--- config.mk ---
export PLATFORM = sky130hd
export DESIGN_NAME = frc_engine
export DESIGN_NICKNAME = d
export VERILOG_FILES = /design/src/rtl/frc_pkg.sv /design/src/rtl/frc_sync.sv /design/src/rtl/frc_stepper.sv /design/src/rtl/frc_engine.sv
export SDC_FILE = /design/constraint.sdc
export NUM_CORES = 1
export LEC_CHECK = 0
export BUFFER_PORTS_ARGS = -buffer_cell sky130_fd_sc_hd__buf_2
export CAP_MARGIN = 20
export CORE_MARGIN = 8
export CORE_UTILIZATION = 40
export CTS_CLUSTER_DIAMETER = 100
export DETAILED_ROUTE_END_ITERATION = 8
export MAX_ROUTING_LAYER = met4
export PLACE_DENSITY = 0.66
export SLEW_MARGIN = 20
export SYNTH_ARGS = -nofsm -noshare
export SYNTH_HDL_FRONTEND = slang
export SYNTH_SLANG_ARGS = --single-unit
--- constraint.sdc ---
create_clock -name i_clk_sys -period 4 [get_ports i_clk_sys]
set_clock_uncertainty 0.05 [all_clocks]
set_input_delay 0.2 -clock i_clk_sys [delete_from_list [all_inputs] [get_ports i_clk_sys]]
set_output_delay 0.2 -clock i_clk_sys [all_outputs]
set_load 0.005 [all_outputs]
--- src/rtl/frc_pkg.sv ---
// package: constants, types and register map of the read and recalibrate command engine
package frc_pkg;
  // apb register byte offsets
  localparam logic [7:0] FRC_CMD_OFF = 8'h00;
  localparam logic [7:0] FRC_ID_OFF = 8'h04;
  localparam logic [7:0] FRC_CFG_OFF = 8'h08;
  localparam logic [7:0] FRC_FIFO_OFF = 8'h0c;
  localparam logic [7:0] FRC_RES_OFF = 8'h10;
  localparam logic [7:0] FRC_STAT_OFF = 8'h14;
  localparam logic [7:0] FRC_PTR_OFF = 8'h18;

  // command field layout in the command register
  localparam int FRC_CMD_OP_LSB = 0;
  localparam int FRC_CMD_SK_BIT = 4;
  localparam int FRC_CMD_MT_BIT = 5;
  localparam int FRC_CMD_HD_BIT = 6;
  localparam int FRC_CMD_DRV_LSB = 8;
  localparam int FRC_CMD_EOT_LSB = 16;

  // command codes
  localparam logic [3:0] FRC_OP_READ = 4'h1;
  localparam logic [3:0] FRC_OP_READ_DEL = 4'h2;
  localparam logic [3:0] FRC_OP_READ_ID = 4'h3;
  localparam logic [3:0] FRC_OP_READ_TRACK = 4'h4;
  localparam logic [3:0] FRC_OP_RECAL = 4'h5;

  // configuration bits
  localparam int FRC_CFG_EXTENDED_RECAL_COUNT_BIT = 0;
  localparam int FRC_CFG_WIDE_BIT = 1;
  localparam int FRC_CFG_MOTOR_LSB = 8;

  // recalibrate step limits
  localparam logic [11:0] FRC_RECAL_MAX_STD = 12'd85;
  localparam logic [11:0] FRC_RECAL_MAX_EXT = 12'd255;
  localparam logic [11:0] FRC_RECAL_MAX_WIDE = 12'd3925;
  localparam logic [11:0] FRC_RECAL_MAX_BOTH = 12'd4095;

  // termination codes in status_zero bits 7:6, seek end bit 5
  localparam logic [1:0] FRC_TERM_NORMAL = 2'b00;
  localparam logic [1:0] FRC_TERM_ABNORMAL = 2'b01;
  localparam int FRC_ST0_SEEK_BIT = 5;
  // status_one bits
  localparam int FRC_ST1_EOT_BIT = 7;
  localparam int FRC_ST1_CE_BIT = 5;
  localparam int FRC_ST1_ND_BIT = 2;
  localparam int FRC_ST1_MA_BIT = 0;
  // status_two bits
  localparam int FRC_ST2_CM_BIT = 6;
  localparam int FRC_ST2_CD_BIT = 5;

  // index pulses allowed before a missing address mark
  localparam logic [1:0] FRC_INDEX_LIMIT = 2'd2;
  // step pulse high time and period in cycles
  localparam logic [7:0] FRC_STEP_HIGH = 8'h04;
  localparam logic [7:0] FRC_STEP_PERIOD = 8'h10;
  localparam int FRC_NUM_DRIVES = 4;
  localparam logic [7:0] FRC_FIRST_SECTOR = 8'h01;

  // address field id bytes seen by the data separator
  typedef struct packed {
    logic [7:0] track;
    logic [7:0] head;
    logic [7:0] sector;
    logic [7:0] size;
  } frc_id_t;

  // one event from the data separator
  typedef struct packed {
    logic id_found;
    logic id_crc_err;
    logic data_found;
    logic data_deleted;
    logic data_crc_err;
    logic sector_done;
    frc_id_t id;
  } frc_sep_t;

  // command fields
  typedef struct packed {
    logic [3:0] op;
    logic skip;
    logic both_sides;
    logic head;
    logic [1:0] drive;
    logic [7:0] last_sector;
  } frc_cmd_t;

  // maximum step count selected by the two configuration bits
  function automatic logic [11:0] frc_recal_max(input logic extended_recal_count, input logic wide);
    case ({wide, extended_recal_count})
      2'b00: frc_recal_max = FRC_RECAL_MAX_STD;
      2'b01: frc_recal_max = FRC_RECAL_MAX_EXT;
      2'b10: frc_recal_max = FRC_RECAL_MAX_WIDE;
      default: frc_recal_max = FRC_RECAL_MAX_BOTH;
    endcase
  endfunction : frc_recal_max
endpackage : frc_pkg

--- src/rtl/frc_sync.sv ---
// two flip-flop synchroniser for drive pins
`timescale 1ns/1ps
module frc_sync (
  input wire logic i_clk_sys,
  input wire logic i_rst,
  input wire logic i_async,
  output logic o_sync
);
  logic meta;

  // first stage feeds only the second stage
  always_ff @(posedge i_clk_sys)
  begin
    if (i_rst)
    begin
      meta <= 1'b0;
      o_sync <= 1'b0;
    end
    else
    begin
      meta <= i_async;
      o_sync <= meta;
    end
  end
endmodule : frc_sync

--- src/rtl/frc_stepper.sv ---
// recalibrate step pulse generator, runs while the controller is idle
`timescale 1ns/1ps
module frc_stepper (
  input wire logic i_clk_sys,
  input wire logic i_rst,
  input wire logic i_start,
  input wire logic [11:0] i_max_steps,
  input wire logic i_track_zero,
  output logic o_step,
  output logic o_busy,
  output logic o_done,
  output logic o_hit_zero
);
  import frc_pkg::*;

  logic [11:0] steps;
  logic [7:0] phase;
  logic next_stop;

  // stop once track zero seen or the limit has been issued
  assign next_stop = i_track_zero || (steps == i_max_steps);

  // step pulses are high for part of each period; a level o_step is simpler than a width counter outside
  always_ff @(posedge i_clk_sys)
  begin
    if (i_rst)
    begin
      steps <= 12'h000;
      phase <= 8'h00;
      o_busy <= 1'b0;
      o_done <= 1'b0;
      o_hit_zero <= 1'b0;
      o_step <= 1'b0;
    end
    else
    begin
      o_done <= 1'b0;
      if (i_start)
      begin
        steps <= 12'h000;
        phase <= 8'h00;
        o_busy <= 1'b1;
        o_step <= 1'b0;
      end
      else if (o_busy)
      begin
        if (phase == 8'h00 && next_stop)
        begin
          o_busy <= 1'b0;
          o_done <= 1'b1;
          o_hit_zero <= i_track_zero;
          o_step <= 1'b0;
        end
        else
        begin
          o_step <= (phase < FRC_STEP_HIGH);
          if (phase == FRC_STEP_PERIOD - 8'h01)
          begin
            phase <= 8'h00;
            steps <= steps + 12'h001;
          end
          else
          begin
            phase <= phase + 8'h01;
          end
        end
      end
    end
  end
endmodule : frc_stepper

--- src/rtl/frc_engine.sv ---
// command engine for read deleted, read id, read a track and recalibrate with apb registers
`timescale 1ns/1ps
module frc_engine #(
  parameter int MOTOR_CYCLES_DEFAULT = 16
) (
  input wire logic i_clk_sys,
  input wire logic i_rst,
  input wire logic i_psel,
  input wire logic i_penable,
  input wire logic i_pwrite,
  input wire logic [7:0] i_paddr,
  input wire logic [31:0] i_pwdata,
  output logic [31:0] o_prdata,
  output logic o_pready,
  output logic o_pslverr,
  input wire frc_pkg::frc_sep_t i_sep,
  input wire logic i_index,
  input wire logic i_track_zero,
  output logic o_step,
  output logic o_step_dir_in,
  output logic o_irq
);
  import frc_pkg::*;

  typedef enum logic [2:0] {
    ST_IDLE = 3'b000,
    ST_MOTOR = 3'b001,
    ST_WAIT_INDEX = 3'b010,
    ST_SEARCH = 3'b011,
    ST_DATA = 3'b100,
    ST_RESULT = 3'b101
  } frc_state_t;

  frc_state_t state;
  frc_cmd_t cmd;
  frc_id_t want;
  frc_id_t res;
  logic [7:0] st0;
  logic [7:0] st1;
  logic [7:0] st2;
  logic [31:0] cfg;
  logic [1:0] index_count;
  logic [15:0] motor_count;
  logic [7:0] track_sectors;
  logic [7:0] ptr [FRC_NUM_DRIVES];
  logic [FRC_NUM_DRIVES-1:0] seek_pending;
  logic seek_irq;
  logic res_irq;
  logic index_s;
  logic index_d;
  logic tz_s;
  logic rec_start;
  logic rec_done;
  logic rec_hit;
  logic rec_busy;
  logic [1:0] rec_drive;

  // pin inputs cross into the system clock first
  frc_sync u_sync_index (
    .i_clk_sys(i_clk_sys),
    .i_rst(i_rst),
    .i_async(i_index),
    .o_sync(index_s)
  );
  frc_sync u_sync_tz (
    .i_clk_sys(i_clk_sys),
    .i_rst(i_rst),
    .i_async(i_track_zero),
    .o_sync(tz_s)
  );

  frc_stepper u_step (
    .i_clk_sys(i_clk_sys),
    .i_rst(i_rst),
    .i_start(rec_start),
    .i_max_steps(frc_recal_max(cfg[FRC_CFG_EXTENDED_RECAL_COUNT_BIT], cfg[FRC_CFG_WIDE_BIT])),
    .i_track_zero(tz_s),
    .o_step(o_step),
    .o_busy(rec_busy),
    .o_done(rec_done),
    .o_hit_zero(rec_hit)
  );

  // apb decode, zero wait states
  logic wr_en;
  logic rd_en;
  logic hit;
  logic cmd_wr;
  logic fifo_wr;
  logic res_rd;
  logic index_rise;
  logic is_track;
  logic is_del;
  logic at_last;
  logic wanted_mark;
  logic id_match;
  logic [15:0] motor_cycles;
  assign wr_en = i_psel && i_penable && i_pwrite;
  assign rd_en = i_psel && i_penable && !i_pwrite;
  assign hit = (i_paddr == FRC_CMD_OFF) || (i_paddr == FRC_ID_OFF) || (i_paddr == FRC_CFG_OFF)
    || (i_paddr == FRC_FIFO_OFF) || (i_paddr == FRC_RES_OFF) || (i_paddr == FRC_STAT_OFF)
    || (i_paddr == FRC_PTR_OFF);
  assign cmd_wr = wr_en && (i_paddr == FRC_CMD_OFF) && (state == ST_IDLE);
  assign fifo_wr = wr_en && (i_paddr == FRC_FIFO_OFF);
  assign res_rd = rd_en && (i_paddr == FRC_RES_OFF);
  assign o_pready = 1'b1;
  assign o_pslverr = i_psel && i_penable && !hit;
  assign o_step_dir_in = 1'b0; // recalibrate always steps outward
  assign o_irq = seek_irq || res_irq;
  assign motor_cycles = (cfg[FRC_CFG_MOTOR_LSB +: 16] == 16'h0000) ? MOTOR_CYCLES_DEFAULT[15:0]
    : cfg[FRC_CFG_MOTOR_LSB +: 16];

  // separator helpers
  assign index_rise = index_s && !index_d;
  assign is_track = (cmd.op == FRC_OP_READ_TRACK);
  assign is_del = (cmd.op == FRC_OP_READ_DEL);
  assign at_last = (res.sector == cmd.last_sector);
  // read data wants normal marks, read deleted wants deleted marks
  assign wanted_mark = is_del ? i_sep.data_deleted : !i_sep.data_deleted;
  // compare against the running result id so a side switch searches the new head
  assign id_match = (i_sep.id.track == res.track) && (i_sep.id.head == res.head)
    && (i_sep.id.size == res.size) && (is_track || (i_sep.id.sector == res.sector));

  // register read mux
  always_comb
  begin
    o_prdata = 32'h0000_0000;
    case (i_paddr)
      FRC_CMD_OFF: o_prdata = {8'h00, cmd.last_sector, 6'h00, cmd.drive, 1'b0, cmd.head, cmd.both_sides,
        cmd.skip, cmd.op};
      FRC_ID_OFF: o_prdata = want;
      FRC_CFG_OFF: o_prdata = cfg;
      FRC_RES_OFF: o_prdata = {st0, st1, st2, 8'h00};
      FRC_FIFO_OFF: o_prdata = res;
      FRC_STAT_OFF: o_prdata = {23'h000000, seek_pending, 2'b00, state};
      FRC_PTR_OFF: o_prdata = {ptr[3], ptr[2], ptr[1], ptr[0]};
      default: o_prdata = 32'h0000_0000;
    endcase
  end

  // configuration and id target written by software
  always_ff @(posedge i_clk_sys)
  begin
    if (i_rst)
    begin
      cfg <= 32'h0000_0000;
      want <= '0;
      index_d <= 1'b0;
    end
    else
    begin
      index_d <= index_s;
      if (wr_en && i_paddr == FRC_CFG_OFF)
        cfg <= i_pwdata;
      if (wr_en && i_paddr == FRC_ID_OFF && state == ST_IDLE)
        want <= i_pwdata;
    end
  end

  // present track registers and busy bits; recalibrate zeroes the track, set beats clear for the busy bit
  genvar g;
  generate
    for (g = 0; g < FRC_NUM_DRIVES; g++)
    begin : g_drv
      always_ff @(posedge i_clk_sys)
      begin
        if (i_rst)
        begin
          ptr[g] <= 8'h00;
          seek_pending[g] <= 1'b0;
        end
        else
        begin
          if (cmd_wr && i_pwdata[FRC_CMD_OP_LSB +: 4] == FRC_OP_RECAL && i_pwdata[FRC_CMD_DRV_LSB +: 2] == g)
          begin
            ptr[g] <= 8'h00;
            seek_pending[g] <= 1'b1;
          end
          else if (rec_done && rec_drive == g)
            seek_pending[g] <= 1'b0;
        end
      end
    end
  endgenerate

  // seek end interrupt, cleared on first result byte read; a new end wins over the clear
  always_ff @(posedge i_clk_sys)
  begin
    if (i_rst)
      seek_irq <= 1'b0;
    else if (rec_done)
      seek_irq <= 1'b1;
    else if (res_rd)
      seek_irq <= 1'b0;
  end

  // main command sequencer
  always_ff @(posedge i_clk_sys)
  begin
    if (i_rst)
    begin
      state <= ST_IDLE;
      cmd <= '0;
      res <= '0;
      st0 <= 8'h00;
      st1 <= 8'h00;
      st2 <= 8'h00;
      index_count <= 2'd0;
      motor_count <= 16'h0000;
      track_sectors <= 8'h00;
      res_irq <= 1'b0;
      rec_start <= 1'b0;
      rec_drive <= 2'd0;
    end
    else
    begin
      rec_start <= 1'b0;
      if (rec_done)
      begin
        st0 <= {FRC_TERM_NORMAL, 1'b1, 3'b000, rec_drive}; // seek end status for sense interrupt
        if (!rec_hit)
          st0[7:6] <= FRC_TERM_ABNORMAL;
      end
      case (state)
        ST_IDLE:
        begin
          if (cmd_wr)
          begin
            cmd <= {i_pwdata[FRC_CMD_OP_LSB +: 4], i_pwdata[FRC_CMD_SK_BIT], i_pwdata[FRC_CMD_MT_BIT],
              i_pwdata[FRC_CMD_HD_BIT], i_pwdata[FRC_CMD_DRV_LSB +: 2], i_pwdata[FRC_CMD_EOT_LSB +: 8]};
            res <= want;
            st0 <= 8'h00;
            st1 <= 8'h00;
            st2 <= 8'h00;
            motor_count <= 16'h0000;
            state <= ST_MOTOR;
          end
        end
        ST_MOTOR:
        begin
          // no implied seek: from motor wait to the search, via the index wait for read a track; recalibrate starts the stepper and goes idle
          if (motor_count == motor_cycles)
          begin
            index_count <= 2'd0;
            track_sectors <= 8'h00;
            if (cmd.op == FRC_OP_RECAL)
            begin
              rec_start <= 1'b1;
              rec_drive <= cmd.drive;
              state <= ST_IDLE;
            end
            else if (is_track)
            begin
              res.sector <= FRC_FIRST_SECTOR;
              state <= ST_WAIT_INDEX;
            end
            else
              state <= ST_SEARCH;
          end
          else
            motor_count <= motor_count + 16'h0001;
        end
        ST_WAIT_INDEX:
        begin
          if (fifo_wr)
          begin
            st0[7:6] <= FRC_TERM_ABNORMAL;
            state <= ST_RESULT;
          end
          else if (index_rise)
            state <= ST_SEARCH;
        end
        ST_SEARCH:
        begin
          if (fifo_wr)
          begin
            st0[7:6] <= FRC_TERM_ABNORMAL;
            state <= ST_RESULT;
          end
          else if (index_rise && index_count == FRC_INDEX_LIMIT - 2'd1 && !is_track)
          begin
            st1[FRC_ST1_MA_BIT] <= 1'b1;
            st0[7:6] <= FRC_TERM_ABNORMAL;
            state <= ST_RESULT;
          end
          else if (i_sep.id_found)
          begin
            if (cmd.op == FRC_OP_READ_ID)
            begin
              res <= i_sep.id;
              state <= ST_RESULT;
            end
            else if (is_track)
            begin
              if (!id_match)
                st1[FRC_ST1_ND_BIT] <= 1'b1;
              if (i_sep.id_crc_err)
                st1[FRC_ST1_CE_BIT] <= 1'b1;
              state <= ST_DATA;
            end
            else if (id_match && !i_sep.id_crc_err)
              state <= ST_DATA;
            else if (i_sep.id_crc_err)
            begin
              st1[FRC_ST1_CE_BIT] <= 1'b1;
              st0[7:6] <= FRC_TERM_ABNORMAL;
              state <= ST_RESULT;
            end
          end
          else if (index_rise)
            index_count <= index_count + 2'd1;
        end
        ST_DATA:
        begin
          if (fifo_wr)
          begin
            st0[7:6] <= FRC_TERM_ABNORMAL;
            state <= ST_RESULT;
          end
          else if (i_sep.data_found && !is_track && !wanted_mark && cmd.skip)
          begin
            st2[FRC_ST2_CM_BIT] <= 1'b1;
            state <= ST_SEARCH;
          end
          else if (i_sep.sector_done)
          begin
            if (!is_track && !wanted_mark)
              st2[FRC_ST2_CM_BIT] <= 1'b1;
            if (i_sep.data_crc_err)
            begin
              st1[FRC_ST1_CE_BIT] <= 1'b1;
              st2[FRC_ST2_CD_BIT] <= 1'b1;
            end
            if (is_track)
            begin
              track_sectors <= track_sectors + 8'h01;
              res.sector <= res.sector + 8'h01;
              if (track_sectors + 8'h01 >= cmd.last_sector)
                state <= ST_RESULT;
              else
                state <= ST_SEARCH;
            end
            else if (i_sep.data_crc_err)
            begin
              st0[7:6] <= FRC_TERM_ABNORMAL;
              state <= ST_RESULT;
            end
            else if (!wanted_mark)
            begin
              res.sector <= res.sector + 8'h01;
              state <= ST_RESULT;
            end
            else if (!at_last)
            begin
              res.sector <= res.sector + 8'h01;
              state <= ST_SEARCH;
            end
            else if (cmd.both_sides && !res.head[0])
            begin
              res.head <= 8'h01;
              res.sector <= FRC_FIRST_SECTOR;
              state <= ST_SEARCH;
            end
            else
            begin
              res.track <= res.track + 8'h01;
              res.head <= cmd.both_sides ? 8'h00 : res.head;
              res.sector <= FRC_FIRST_SECTOR;
              st1[FRC_ST1_EOT_BIT] <= 1'b1;
              st0[7:6] <= FRC_TERM_ABNORMAL;
              state <= ST_RESULT;
            end
          end
        end
        ST_RESULT:
        begin
          res_irq <= 1'b1;
          if (res_rd)
          begin
            res_irq <= 1'b0;
            state <= ST_IDLE;
          end
        end
        default: state <= ST_IDLE;
      endcase
    end
  end
endmodule : frc_engine

==> summary.md, run 1 <==
| Metric | Value |
|---|---|
| Fin nets | `1576` |
| Initial antenna violation count | `0` |
| Worst min-delay path category | `primary input to register` |
| Relative slew slack | `roughly 30%` |
| Synth Area in Compound Gates | `21.61%` |
| I/O pin count | `122` |
| Post-synthesis cell count | `1365` |
| Share of layout cells above drive strength 1 | `14.11%` |
| Post-Route WL | `36.63 mm` |
| Main area contributors after synthesis | `dfxtp_1, nand2_1, a21oi_1` |
| Crit. Startpoint | `state[0]` |
| Synth area leader | `dfxtp_1` |
| Post-synth top cells | `nand2_1, dfxtp_1, a21oi_1` |
| Inserted Clock Buffers | `17` |
| Main synth FF type | `dfxtp_1` |
| Routed wire per std cell | `about 20 um` |
| CTS tree | `yes` |
| Slowest-stage cell, CP | `dfxtp_1` |
| Clk slew on worst S/H paths | `80 ps` |
| Post-synth top area share | `36.63%` |
| Std cell rows | `59` |
| Postcts setup bufs | `0` |
| Setup_tns | `0 ps` |
| Max-cap violation count | `0` |
| Required time worst endpoint | `approximately 4300 ps` |
| Resized cells post-CTS | `0` |
| PD cells | `451.8 nW/um^2` |
| Xor and xnor area share after synthesis | `7.766%` |
| Post-route ant nets | `0` |
| PortBufs | `119` |
| Total gr overflow | `0` |
| Crit-path max cell delay | `780 ps` |
| CP Max Fanout | `20` |
| Status | `finished clean` |
| Register bit total from synthesis | `194` |
| Gr usage total | `23.11%` |
| Max Slew Vio Count | `0` |
| Fin worst setup slack | `946.7 ps` |
| Clk_lat worst skew | `440 ps` |
| Global-route wire length before repair | `56.24 mm` |
| First-pass detailed-route iteration total | `5` |
| Mapped Avg Cell Area | `7.767 sq um` |
| Number of flops mapped to enable cells by yosys | `0` |
| CTS root buf | `clkbuf_16` |
| Starting DRT DRC Count | `961` |
| Gp weighted congestion | `0.9554` |
| Simple-Gate Fraction of Synth Area | `26.09%` |
| Period Utilization, post-route | `between 70% and 80%` |
| Startpoint class of the critical path | `register` |
| Initial core utilization | `40.68%` |
| Fraction of registers with async set/reset | `0%` |
| Proportion of synthesized area in mux cells | `1.062%` |
| Core ar. | `26060 sq um` |
| Dpl hpwl | `26.21 mm` |
| Worst r2r src | `state[0]` |
| Critical Path End Type | `register` |
| Worst EP arrival | `3360 ps` |
| Mean number of vias per cell | `around 6` |
| Die W | `~180 um` |
| Mapped Nets | `1466` |
| Max VDD drop | `0.3097 mV` |
| Vias in the first global route | `9817` |
| Maximum root-to-sink buffer count | `2` |
| DRC | `0` |
| CTS sink cnt | `194` |
| Max Clock Freq | `327.5 MHz` |
| Final hold vios | `0` |
| Unrepaired setup endpoints after global routing | `no` |
| Synth Warn # | `0` |
| Vias | `10651` |
| Largest net degree at the start of global routing | `82` |
| Static leakage | `4.696 nW` |
| Register area share after synthesis | `between 30% and 40%` |
| Crit path time final | `3053 ps` |
| Main combinational cell family by area after synthesis | `simple AND/OR/NAND/NOR gates` |
| Pre-CTS setup slack | `~1000 ps` |
| CP Class | `register to register` |
| Synthesized cell area | `10600 sq um` |
| Total Power | `around 5.6 mW` |
| Most frequent cell after synthesis | `nand2_1` |
| H-tree Lvls | `4` |
| Slew at the pin with the worst max-slew slack | `1046 ps` |
| Final setup violation count | `0` |
| Post-synthesis adder-cell area fraction | `1.888%` |
| Start point of the worst hold path | `i_pwdata[8]` |
| DIE AREA | `31970 sq um` |
| Area growth from synthesis to layout | `17.59%` |
| Library cells used by synthesis | `84` |
| Die H | `178.8 um` |
| Critical-path cell list | `or3_1 > a31o_1 > nand2_2 > a2111oi_4 > and2b_2 > nor2_1 > a211oi_2` |
==> through the flow <==
stage | instance area [sq um] | hold slack, ps | cells | utilization [%]
finish | 12470 | 59.38 | 1824 | 47.84
floorplan | 10600 | 278.2 | 1365 | -
CTS | 12460 | 35.45 | 1822 | 47.80
global placement | 11430 | 376.3 | 1750 | 43.86
global route | 12460 | 52.25 | 1823 | 47.83
detailed placement | 11430 | 376.7 | 1750 | 43.86
==> critical path, delay by kind of cell (launching register included) <==
kind | cells | cell delay [ps]
and+or+nand+nor | 4 | 950
DFF | 1 | 780
AOI/OAI and AO/OA | 3 | 1170
==> where the power goes <==
part           internal (mW)  total (mW)  leakage [nW]  switching, mW
sequential              2.08        2.29          1.57          0.209
combinational          0.560        1.54          2.83          0.976
clock                  0.922        1.81         0.301          0.885
total                   3.56        5.63          4.70           2.07
==> cell usage in the layout (no fill, tap or decap), types with 5 or more instances in the layout <==
cell           instances
nand2_1              268
dfxtp_1              194
a21oi_1              139
buf_2                118
nor2_1               107
a22oi_1               62
xor2_1                61
o21ai_0               41
dlygate4sd3_1         40
nand3_1               39
xnor2_1               33
buf_4                 27
nor3_1                26
inv_1                 24
and3_1                20
nand4_1               19
a311oi_1              18
clkbuf_16             17
nor4_1                16
ha_1                  16
or3_1                 12
a211oi_1              12
nand2b_1              10
nor2b_1               10
mux2i_1                9
a222oi_1               8
a31oi_1                7
nand3b_1               7
o32ai_1                7
or4_1                  5
or2_2                  5
and4_1                 5
o31ai_1                5
clkinv_8               5
==> final cells by class <==
class	count	area, sq um
Antenna cell	1	2.502
Clock buffer	18	439.2
Clock inverter	14	187.7
Fill cell	2588	13590
Inverter	26	97.59
Multi-Input combinational cell	1049	6215
Sequential cell	194	3884
Tap cell	335	419.2
Timing Repair Buffer	187	1221
==> routing by layer <==
layer	global-route usage (%)	part of all wire [%]	up-vias
met1	30.69	45	5111
met2	35.63	46	427
met4	6.889	2.0	0
met5	-	0	-
li1	-	-	5068
met3	3.749	7.2	45
==> kinds of logic after synthesis <==
family          after synthesis
compound gates              347
xor+xnor                     94
fa+ha+maj                    16
buf+inv                     122
flops                       194
mux                          11
other cells                   2
simple gates                579
==> what timing repair did <==
| action | CTS | global route |
|---|---|---|
| hold buffers | 40 | 0 |
| setup endpoints to repair | 0 | 0 |
| hold endpoints to repair | 83 | 0 |
==> state kept, by name, summed over array words and instances, names as in the netlist, 2 cells and up <==
signal and cells:
cfg 32, cmd 17, index_count 2, motor_count 16
rec_drive 2, res 32, seek_pending 4, st0 8
st1 4, st2 2, state 3, track_sectors 8
u_step.phase 8, u_step.steps 12, want 32
==> final timing paths <==
path | endpoint | slack, ps | depth (start not counted)
worst max register to register | res[23] | 950 | 7
worst min register to register | u_sync_tz.o_sync | 390 | 1
worst min-delay path | cmd[8] | 60 | 3
worst max-delay path | res[23] | 950 | 7
(Power assumes the default switching activity.)
==> run 2, diff against run 1 <==
ABC_AREA = 1   (was not set)
clock period = 2.95 ns   (was 4 ns; I/O delays follow)
==> run 2 against run 1 <==
  * Combinational power rose by 27%
  * Highest routed layer unchanged
  * Hold slack got worse by 41 ps
  * First-iteration DRC count increased by 20%
  * Total power grew 33%
  * Non-clock buffer count down 10
  * Final area increased by 5.2%
  * Sequential power rose by 31%
==> summary.md, run 2 <==
| Metric | Value |
|---|---|
| PortBufs | `119` |
| Fin area | `13110 sq um` |
| Most frequent cells in the layout | `nand2_1, inv_1, dfxtp_1, nor2_1, a21oi_1` |
| Worst EP arrival | `2860 ps` |
| Mapped Avg Cell Area | `a little under 7 sq um` |
| Worst r2r src | `track_sectors[0]` |
| Clk slew on worst S/H paths | `~80 ps` |
| Number of flops mapped to enable cells by yosys | `0` |
| Library cells used by synthesis | `57` |
| Post-Route WL | `between 30 and 40 mm` |
| Initial core utilization | `40.34%` |
| Dpl hpwl | `28.47 mm` |
| Hold path cells | `5` |
| Total gr overflow | `0` |
| Gp weighted congestion | `0.9668` |
| Register area share after synthesis | `34.94%` |
| Mapped Nets | `1752` |
| Core ar. | `27550 sq um` |
| Main synth FF type | `dfxtp_1` |
| Total Power | `~7.5 mW` |
| Starting DRT DRC Count | `approximately 1200` |
| Dpl cell area | `12080 sq um` |
| Post-synth top cells | `nand2_1, inv_1, dfxtp_1` |
| Static leakage | `5.641 nW` |
| Relative slew slack | `55.43%` |
| Largest net degree at the start of global routing | `130` |
| Fin nets | `1885` |
| Placed insts | `2105` |
| R2r worst-path depth | `19` |
| Global-route wire length before repair | `about 59 mm` |
| CP Max Fanout | `3` |
| Routed wire per std cell | `17.43 um` |
| Vias in the first global route | `between 10000 and 15000` |
| Max-cap violation count | `0` |
| Die H | `between 150 and 200 um` |
| CTS tree | `yes` |
| Reg2reg end | `state[1]` |
| Utilization after layout | `47.58%` |
| First-pass detailed-route iteration total | `8` |
| Mean number of vias per cell | `5.291` |
| Max Clock Freq | `around 400 MHz` |
| Inserted Clock Buffers | `17` |
| R2R Setup Slk | `a little under 400 ps` |
| Required time worst endpoint | `3250 ps` |
| Final std cells w/o fill | `around 2200` |
| PD cells | `roughly 570 nW/um^2` |
| Critical Path End Type | `register` |
| Worst min-delay path category | `primary input to register` |
| Die W | `around 180 um` |
| Maximum root-to-sink buffer count | `2` |
| Final setup violation count | `0` |
| Commonest non-fill, non-tap cell in the layout | `nand2_1` |
| Hold Path End | `res[1]` |
| Std cell rows | `61` |
| Synth area leader | `dfxtp_1` |
| Vias | `11514` |
| Main area contributors after synthesis | `dfxtp_1, nand2_1, a21oi_1` |
| Postcts setup bufs | `0` |
| Share of layout cells above drive strength 1 | `between 10% and 20%` |
| Register bit total from synthesis | `194` |
| Initial antenna violation count | `1` |
| I/O pin count | `122` |
| H-tree Lvls | `4` |
| FILL cells | `2793` |
| Clk_lat worst skew | `460 ps` |
| DIE AREA | `33380 sq um` |
| Start point of the worst hold path | `i_sep[1]` |
| Gr usage total | `23.02%` |
| Top flop regs | `cfg (32), res (32), want (32)` |
| Fraction of registers with async set/reset | `0%` |
| Period Utilization, post-route | `86.91%` |
| Max Slew Vio Count | `0` |
| Post-route ant nets | `0` |
| Max VDD drop | `0.4179 mV` |
| CTS sink cnt | `194` |
| Setup_tns | `0 ps` |
| Unrepaired setup endpoints after global routing | `no` |
| CTS root buf | `clkbuf_16` |
| Status | `finished clean` |
| Final hold vios | `0` |
| Startpoint class of the critical path | `register` |
| Synth Warn # | `0` |
| Area growth from synthesis to layout | `17.93%` |
| Post-synth top area share | `34.94%` |
| CP Class | `register to register` |
| Most frequent cell after synthesis | `nand2_1` |
| Synthesized cell area | `11120 sq um` |
| Crit path time final | `around 2600 ps` |
| DRC | `0` |
| Post-synthesis cell count | `1651` |
| Slew at the pin with the worst max-slew slack | `668.6 ps` |
## run 2: cell types whose count changed after synthesis, moves of 22 or more
cell      delta
a21oi_1     +24
a22oi_1     -55
clkbuf_1    -32
inv_1      +187
nand2_1     +65
nand3_1     +28
nor2_1      +69
o21ai_0     +94
o21ai_1     +22
xor2_1      -24
## run 2: worst max-delay path, cell delays in order (launching register included)
cell and delay, ps:
dfxtp_1 360, inv_1 90, nor3_2 230, nand3_1 130, nor2_1 110, nand2_1 60
xor2_1 120, inv_1 70, ha_1 290, nand2_1 70, nor2_1 140, nand4_1 110
nand4_1 140, nand3_1 120, nand3_1 90, nand2_1 50, inv_1 50, nand4_1 70
nand2_1 70, nor2_1 40
## run 2: worst max path at each step
stage | cells past startpoint | end | from
2_1_floorplan | 19 | state[1] | track_sectors[0]
3_3_place_gp | 18 | state[1] | track_sectors[0]
3_5_place_dp | 19 | state[1] | track_sectors[0]
4_1_cts | 19 | state[1] | track_sectors[0]
5_1_grt | 18 | state[2] | track_sectors[0]
6_report | 19 | state[1] | track_sectors[0]
## run 2: cell families (layout without fill, tap and decap cells)
kind of cell    Yosys count  in the layout  synth area share (%)
buf+inv                 293            439                 10.42
fa+ha+maj                16             16                 1.801
compound gates          396            396                 19.82
simple gates            678            678                 27.27
other cells               2              3               0.06756
xor+xnor                 72             72                 5.673
flops                   194            194                 34.94
## run 2: what timing repair did
item	in CTS	in global routing
hold buffers	38	0
hold endpoints to repair	83	0
endpoints found under the setup margin	0	2
resized for setup	0	1
## run 2: routing by layer
metal | global-route usage [%] | routed length (um)
met2 | 36.96 | 17640
met5 | - | 0
met3 | 3.142 | 2729
met1 | 29.51 | 16620
met4 | 7.576 | 924
## run 2: through the flow
step                hold WS (ps)  setup slack, ps
floorplan                  204.5            623.2
global placement           301.3            362.4
detailed placement         309.6            302.6
CTS                        9.994            279.2
global route               43.04            44.24
finish                     18.15            386.0
## run 2: cell type report
type                            instances  area, sq um  share of cell area [%]
Timing Repair Buffer                  177         1164                   8.877
Antenna cell                            1        2.502                 0.01909
Sequential cell                       194         3884                   29.63
Clock inverter                         15        211.5                   1.613
Clock buffer                           17        425.4                   3.245
Inverter                              230        865.8                   6.605
Multi-Input combinational cell       1164         6083                   46.41
Tap cell                              378        473.0                   3.608
## run 2: power by group
group,switching [mW],internal [mW]
Sequential,0.191,2.81
Combinational,1.27,0.686
Clock,1.31,1.19
==> run 3, diff against run 2 <==
SYNTH_HIERARCHICAL = 1   (was not set)
==> run 3 against run 2 <==
  * Clock-buffer cell count unchanged
  * Maximum frequency decreased by 0.56%
  * Final area increased by 1.8%
  * Largest power group unchanged
==> summary.md, run 3 <==
| Metric | Value |
|---|---|
| Largest net degree at the start of global routing | `76` |
| Slowest-stage cell, CP | `dfxtp_1` |
| WL met3 | `2.254 mm` |
| Top Family by Delay on Critical Path | `simple AND/OR/NAND/NOR gates` |
| Slew at the pin with the worst max-slew slack | `around 740 ps` |
| Main area contributors after synthesis | `dfxtp_1, nand2_1, nor2_1` |
| Std cell rows | `61` |
| Postcts setup bufs | `0` |
| Period Utilization, post-route | `87.41%` |
| Resized cells post-CTS | `0` |
| Static leakage | `5.691 nW` |
| Crit. Startpoint | `track_sectors[0]` |
| Max-cap violation count | `0` |
| Unrepaired setup endpoints after global routing | `no` |
| DRT met1 WL | `16.97 mm` |
| Buffers & Inverters on Critical Path | `2` |
| Core ar. | `27710 sq um` |
| Die W | `183.4 um` |
| Synthesized cell area | `roughly 11000 sq um` |
| Routed wire per std cell | `about 17 um` |
| Crit path time final | `2578 ps` |
| Critical path's most frequent cell | `nor2_1` |
| Maximum root-to-sink buffer count | `2` |
| Dpl hpwl | `~28 mm` |
| CP Max Fanout | `3` |
| Status | `finished clean` |
| PortBufs | `119` |
| Global-route wire length before repair | `59.17 mm` |
| DRC | `0` |
| Share of layout cells above drive strength 1 | `12.64%` |
| Critical-path cell list | `inv_1 > nor3_1 > nand3_1 > nor2_1 > nand2_1 > xor2_1 > inv_1 > ha_1 > nand2_1 > nor2_1 > nand4_1 > nand4_1 > nand3_1 > nand2_1 > o21ai_0 > nor2_1 > nor2_1` |
| Most frequent cell after synthesis | `nand2_1` |
| Max Clock Freq | `387.8 MHz` |
| Top routing layer in use | `met4` |
| Required time worst endpoint | `3240 ps` |
| Relative slew slack | `50.86%` |
| Critical path depth in cells | `17` |
| Post-synth top cells | `nand2_1, nor2_1, inv_1` |
| Main synth FF type | `dfxtp_1` |
| Post-Route WL | `37.64 mm` |
| First-pass detailed-route iteration total | `5` |
| Library cells used by synthesis | `50` |
| CP Class | `register to register` |
| Max Slew Vio Count | `0` |
| Fin nets | `1955` |
| Clk_lat worst skew | `450 ps` |
| Final setup violation count | `0` |
| Hold slack | `15.11 ps` |
| Max VDD drop | `~0.43 mV` |
| CTS sink cnt | `194` |
| Setup_tns | `0 ps` |
| Final hold vios | `0` |
| Inserted Clock Buffers | `17` |
| Mapped Avg Cell Area | `6.590 sq um` |
| Post-route ant nets | `0` |
| Synth Warn # | `6` |
| Vias in the first global route | `10949` |
| Initial antenna violation count | `0` |
| Metal2 WL | `around 17 mm` |
| Mean number of vias per cell | `5.234` |
| CP endpoint | `state[1]` |
| I/O pin count | `122` |
| H-tree Lvls | `4` |
| R2r worst-path depth | `17` |
| Reg2reg end | `state[1]` |
| Vias | `11751` |
| Worst min-delay path category | `primary input to register` |
| DIE AREA | `33620 sq um` |
| Total gr overflow | `0` |
| Fraction of registers with async set/reset | `0%` |
| Total Power | `7.894 mW` |
| Register area share after synthesis | `34.67%` |
| R2R Setup Slk | `about 370 ps` |
| Worst r2r src | `track_sectors[0]` |
| Number of flops mapped to enable cells by yosys | `0` |
| CTS root buf | `clkbuf_16` |
| PD cells | `591.5 nW/um^2` |
| Crit-path max cell delay | `370 ps` |
| Synth area leader | `dfxtp_1` |
| Starting DRT DRC Count | `about 1000` |
| Antenna cells | `0` |
| Commonest non-fill, non-tap cell in the layout | `nand2_1` |
| Startpoint class of the critical path | `register` |
| Top flop regs | `cfg (32), res (32), want (32)` |
| Clk slew on worst S/H paths | `around 80 ps` |
| Gp weighted congestion | `0.9762` |
| Critical Path End Type | `register` |
| Register bit total from synthesis | `just under 200` |
| Post-CTS Hold Buffers | `between 40 and 50` |
| Most frequent cells in the layout | `nand2_1, nor2_1, inv_1, dfxtp_1, buf_2` |
| CTS tree | `yes` |
| Die H | `183.4 um` |
| Worst EP arrival | `2870 ps` |
| Post-synth top area share | `roughly 35%` |
| Initial core utilization | `40.44%` |
| Area growth from synthesis to layout | `19.13%` |
| Post-synthesis cell count | `1700` |
| Gr usage total | `22.67%` |
[run 3: changes by cell type in the layout (fill, tap and decap cells not counted), moves of 11 or more]
cell / change
a211oi_1: +30
nand4_1: +11
xnor2_1: +11
o21ai_0: -25
buf_4: +16
xor2_1: -11
nand3_1: +12
nor2_1: +45
o21ai_1: -19
nand2_1: +59
a21oi_1: -52
[run 3: report_power, final]
part / switching, mW / leakage (nW) / internal (mW) / total (mW)
clock: 1.24 / 0.305 / 1.24 / 2.48
combinational: 1.52 / 3.81 / 0.841 / 2.36
sequential: 0.218 / 1.57 / 2.84 / 3.06
total: 2.97 / 5.69 / 4.92 / 7.89
[run 3: metrics by stage]
step	util, %	area (sq um)	worst slack (ps)	instances
after floorplan	-	11220	640.3	1705
after global placement	44.25	12260	436.7	2167
after detailed placement	44.25	12260	397.5	2167
after CTS	48.17	13350	380.8	2245
after global routing	48.17	13350	131.2	2245
final	48.17	13350	371.5	2245
[run 3: worst min-delay path by stage]
stage	startpoint	end	slack (ps)	depth (start not counted)
3_5_place_dp	i_track_zero	u_sync_tz/meta	310	3
2_1_floorplan	i_rst	u_step/o_hit_zero	170	1
4_1_cts	i_sep[21]	res[21]	2	5
5_1_grt	i_sep[21]	res[21]	30	5
3_3_place_gp	i_track_zero	u_sync_tz/meta	310	3
6_report	i_sep[23]	res[23]	20	5
[run 3: cell type report]
type	count	area, sq um
timing repair buffer	199	1324
clock buffer	17	425.4
sequential	194	3884
tap	378	473.0
multi-input combinational	1223	6217
fill	2863	14360
inverter	219	822.0
clock inverter	15	201.4
[run 3: worst register-to-register path: stages (launching register included)]
cell and delay [ps]:
dfxtp_1 370, inv_1 80, nor3_1 280, nand3_1 170
nor2_1 120, nand2_1 70, xor2_1 130, inv_1 70
ha_1 290, nand2_1 70, nor2_1 140, nand4_1 90
nand4_1 110, nand3_1 110, nand2_1 90, o21ai_0 80
nor2_1 120, nor2_1 50
[run 3: per-layer routing]
| metal | vias to the layer above | GRT usage, % |
|---|---|---|
| li1 | 5841 | - |
| met1 | 5418 | 28.88 |
| met2 | 425 | 36.27 |
| met3 | 67 | 3.443 |
| met4 | 0 | 7.775 |
| met5 | - | - |
[run 3: kinds of logic (layout without fill, tap and decap cells)]
kind of cell             Yosys count  in the layout  synth area share, %
adder cells (fa/ha/maj)           16             16                1.787
AO/OA/AOI/OAI                    328            328                17.19
buffers and inverters            288            450                10.15
XOR/XNOR                          72             72                5.629
flip-flops                       194            194                34.67
other                              2              7              0.06703
AND/OR/NAND/NOR                  800            800                30.51
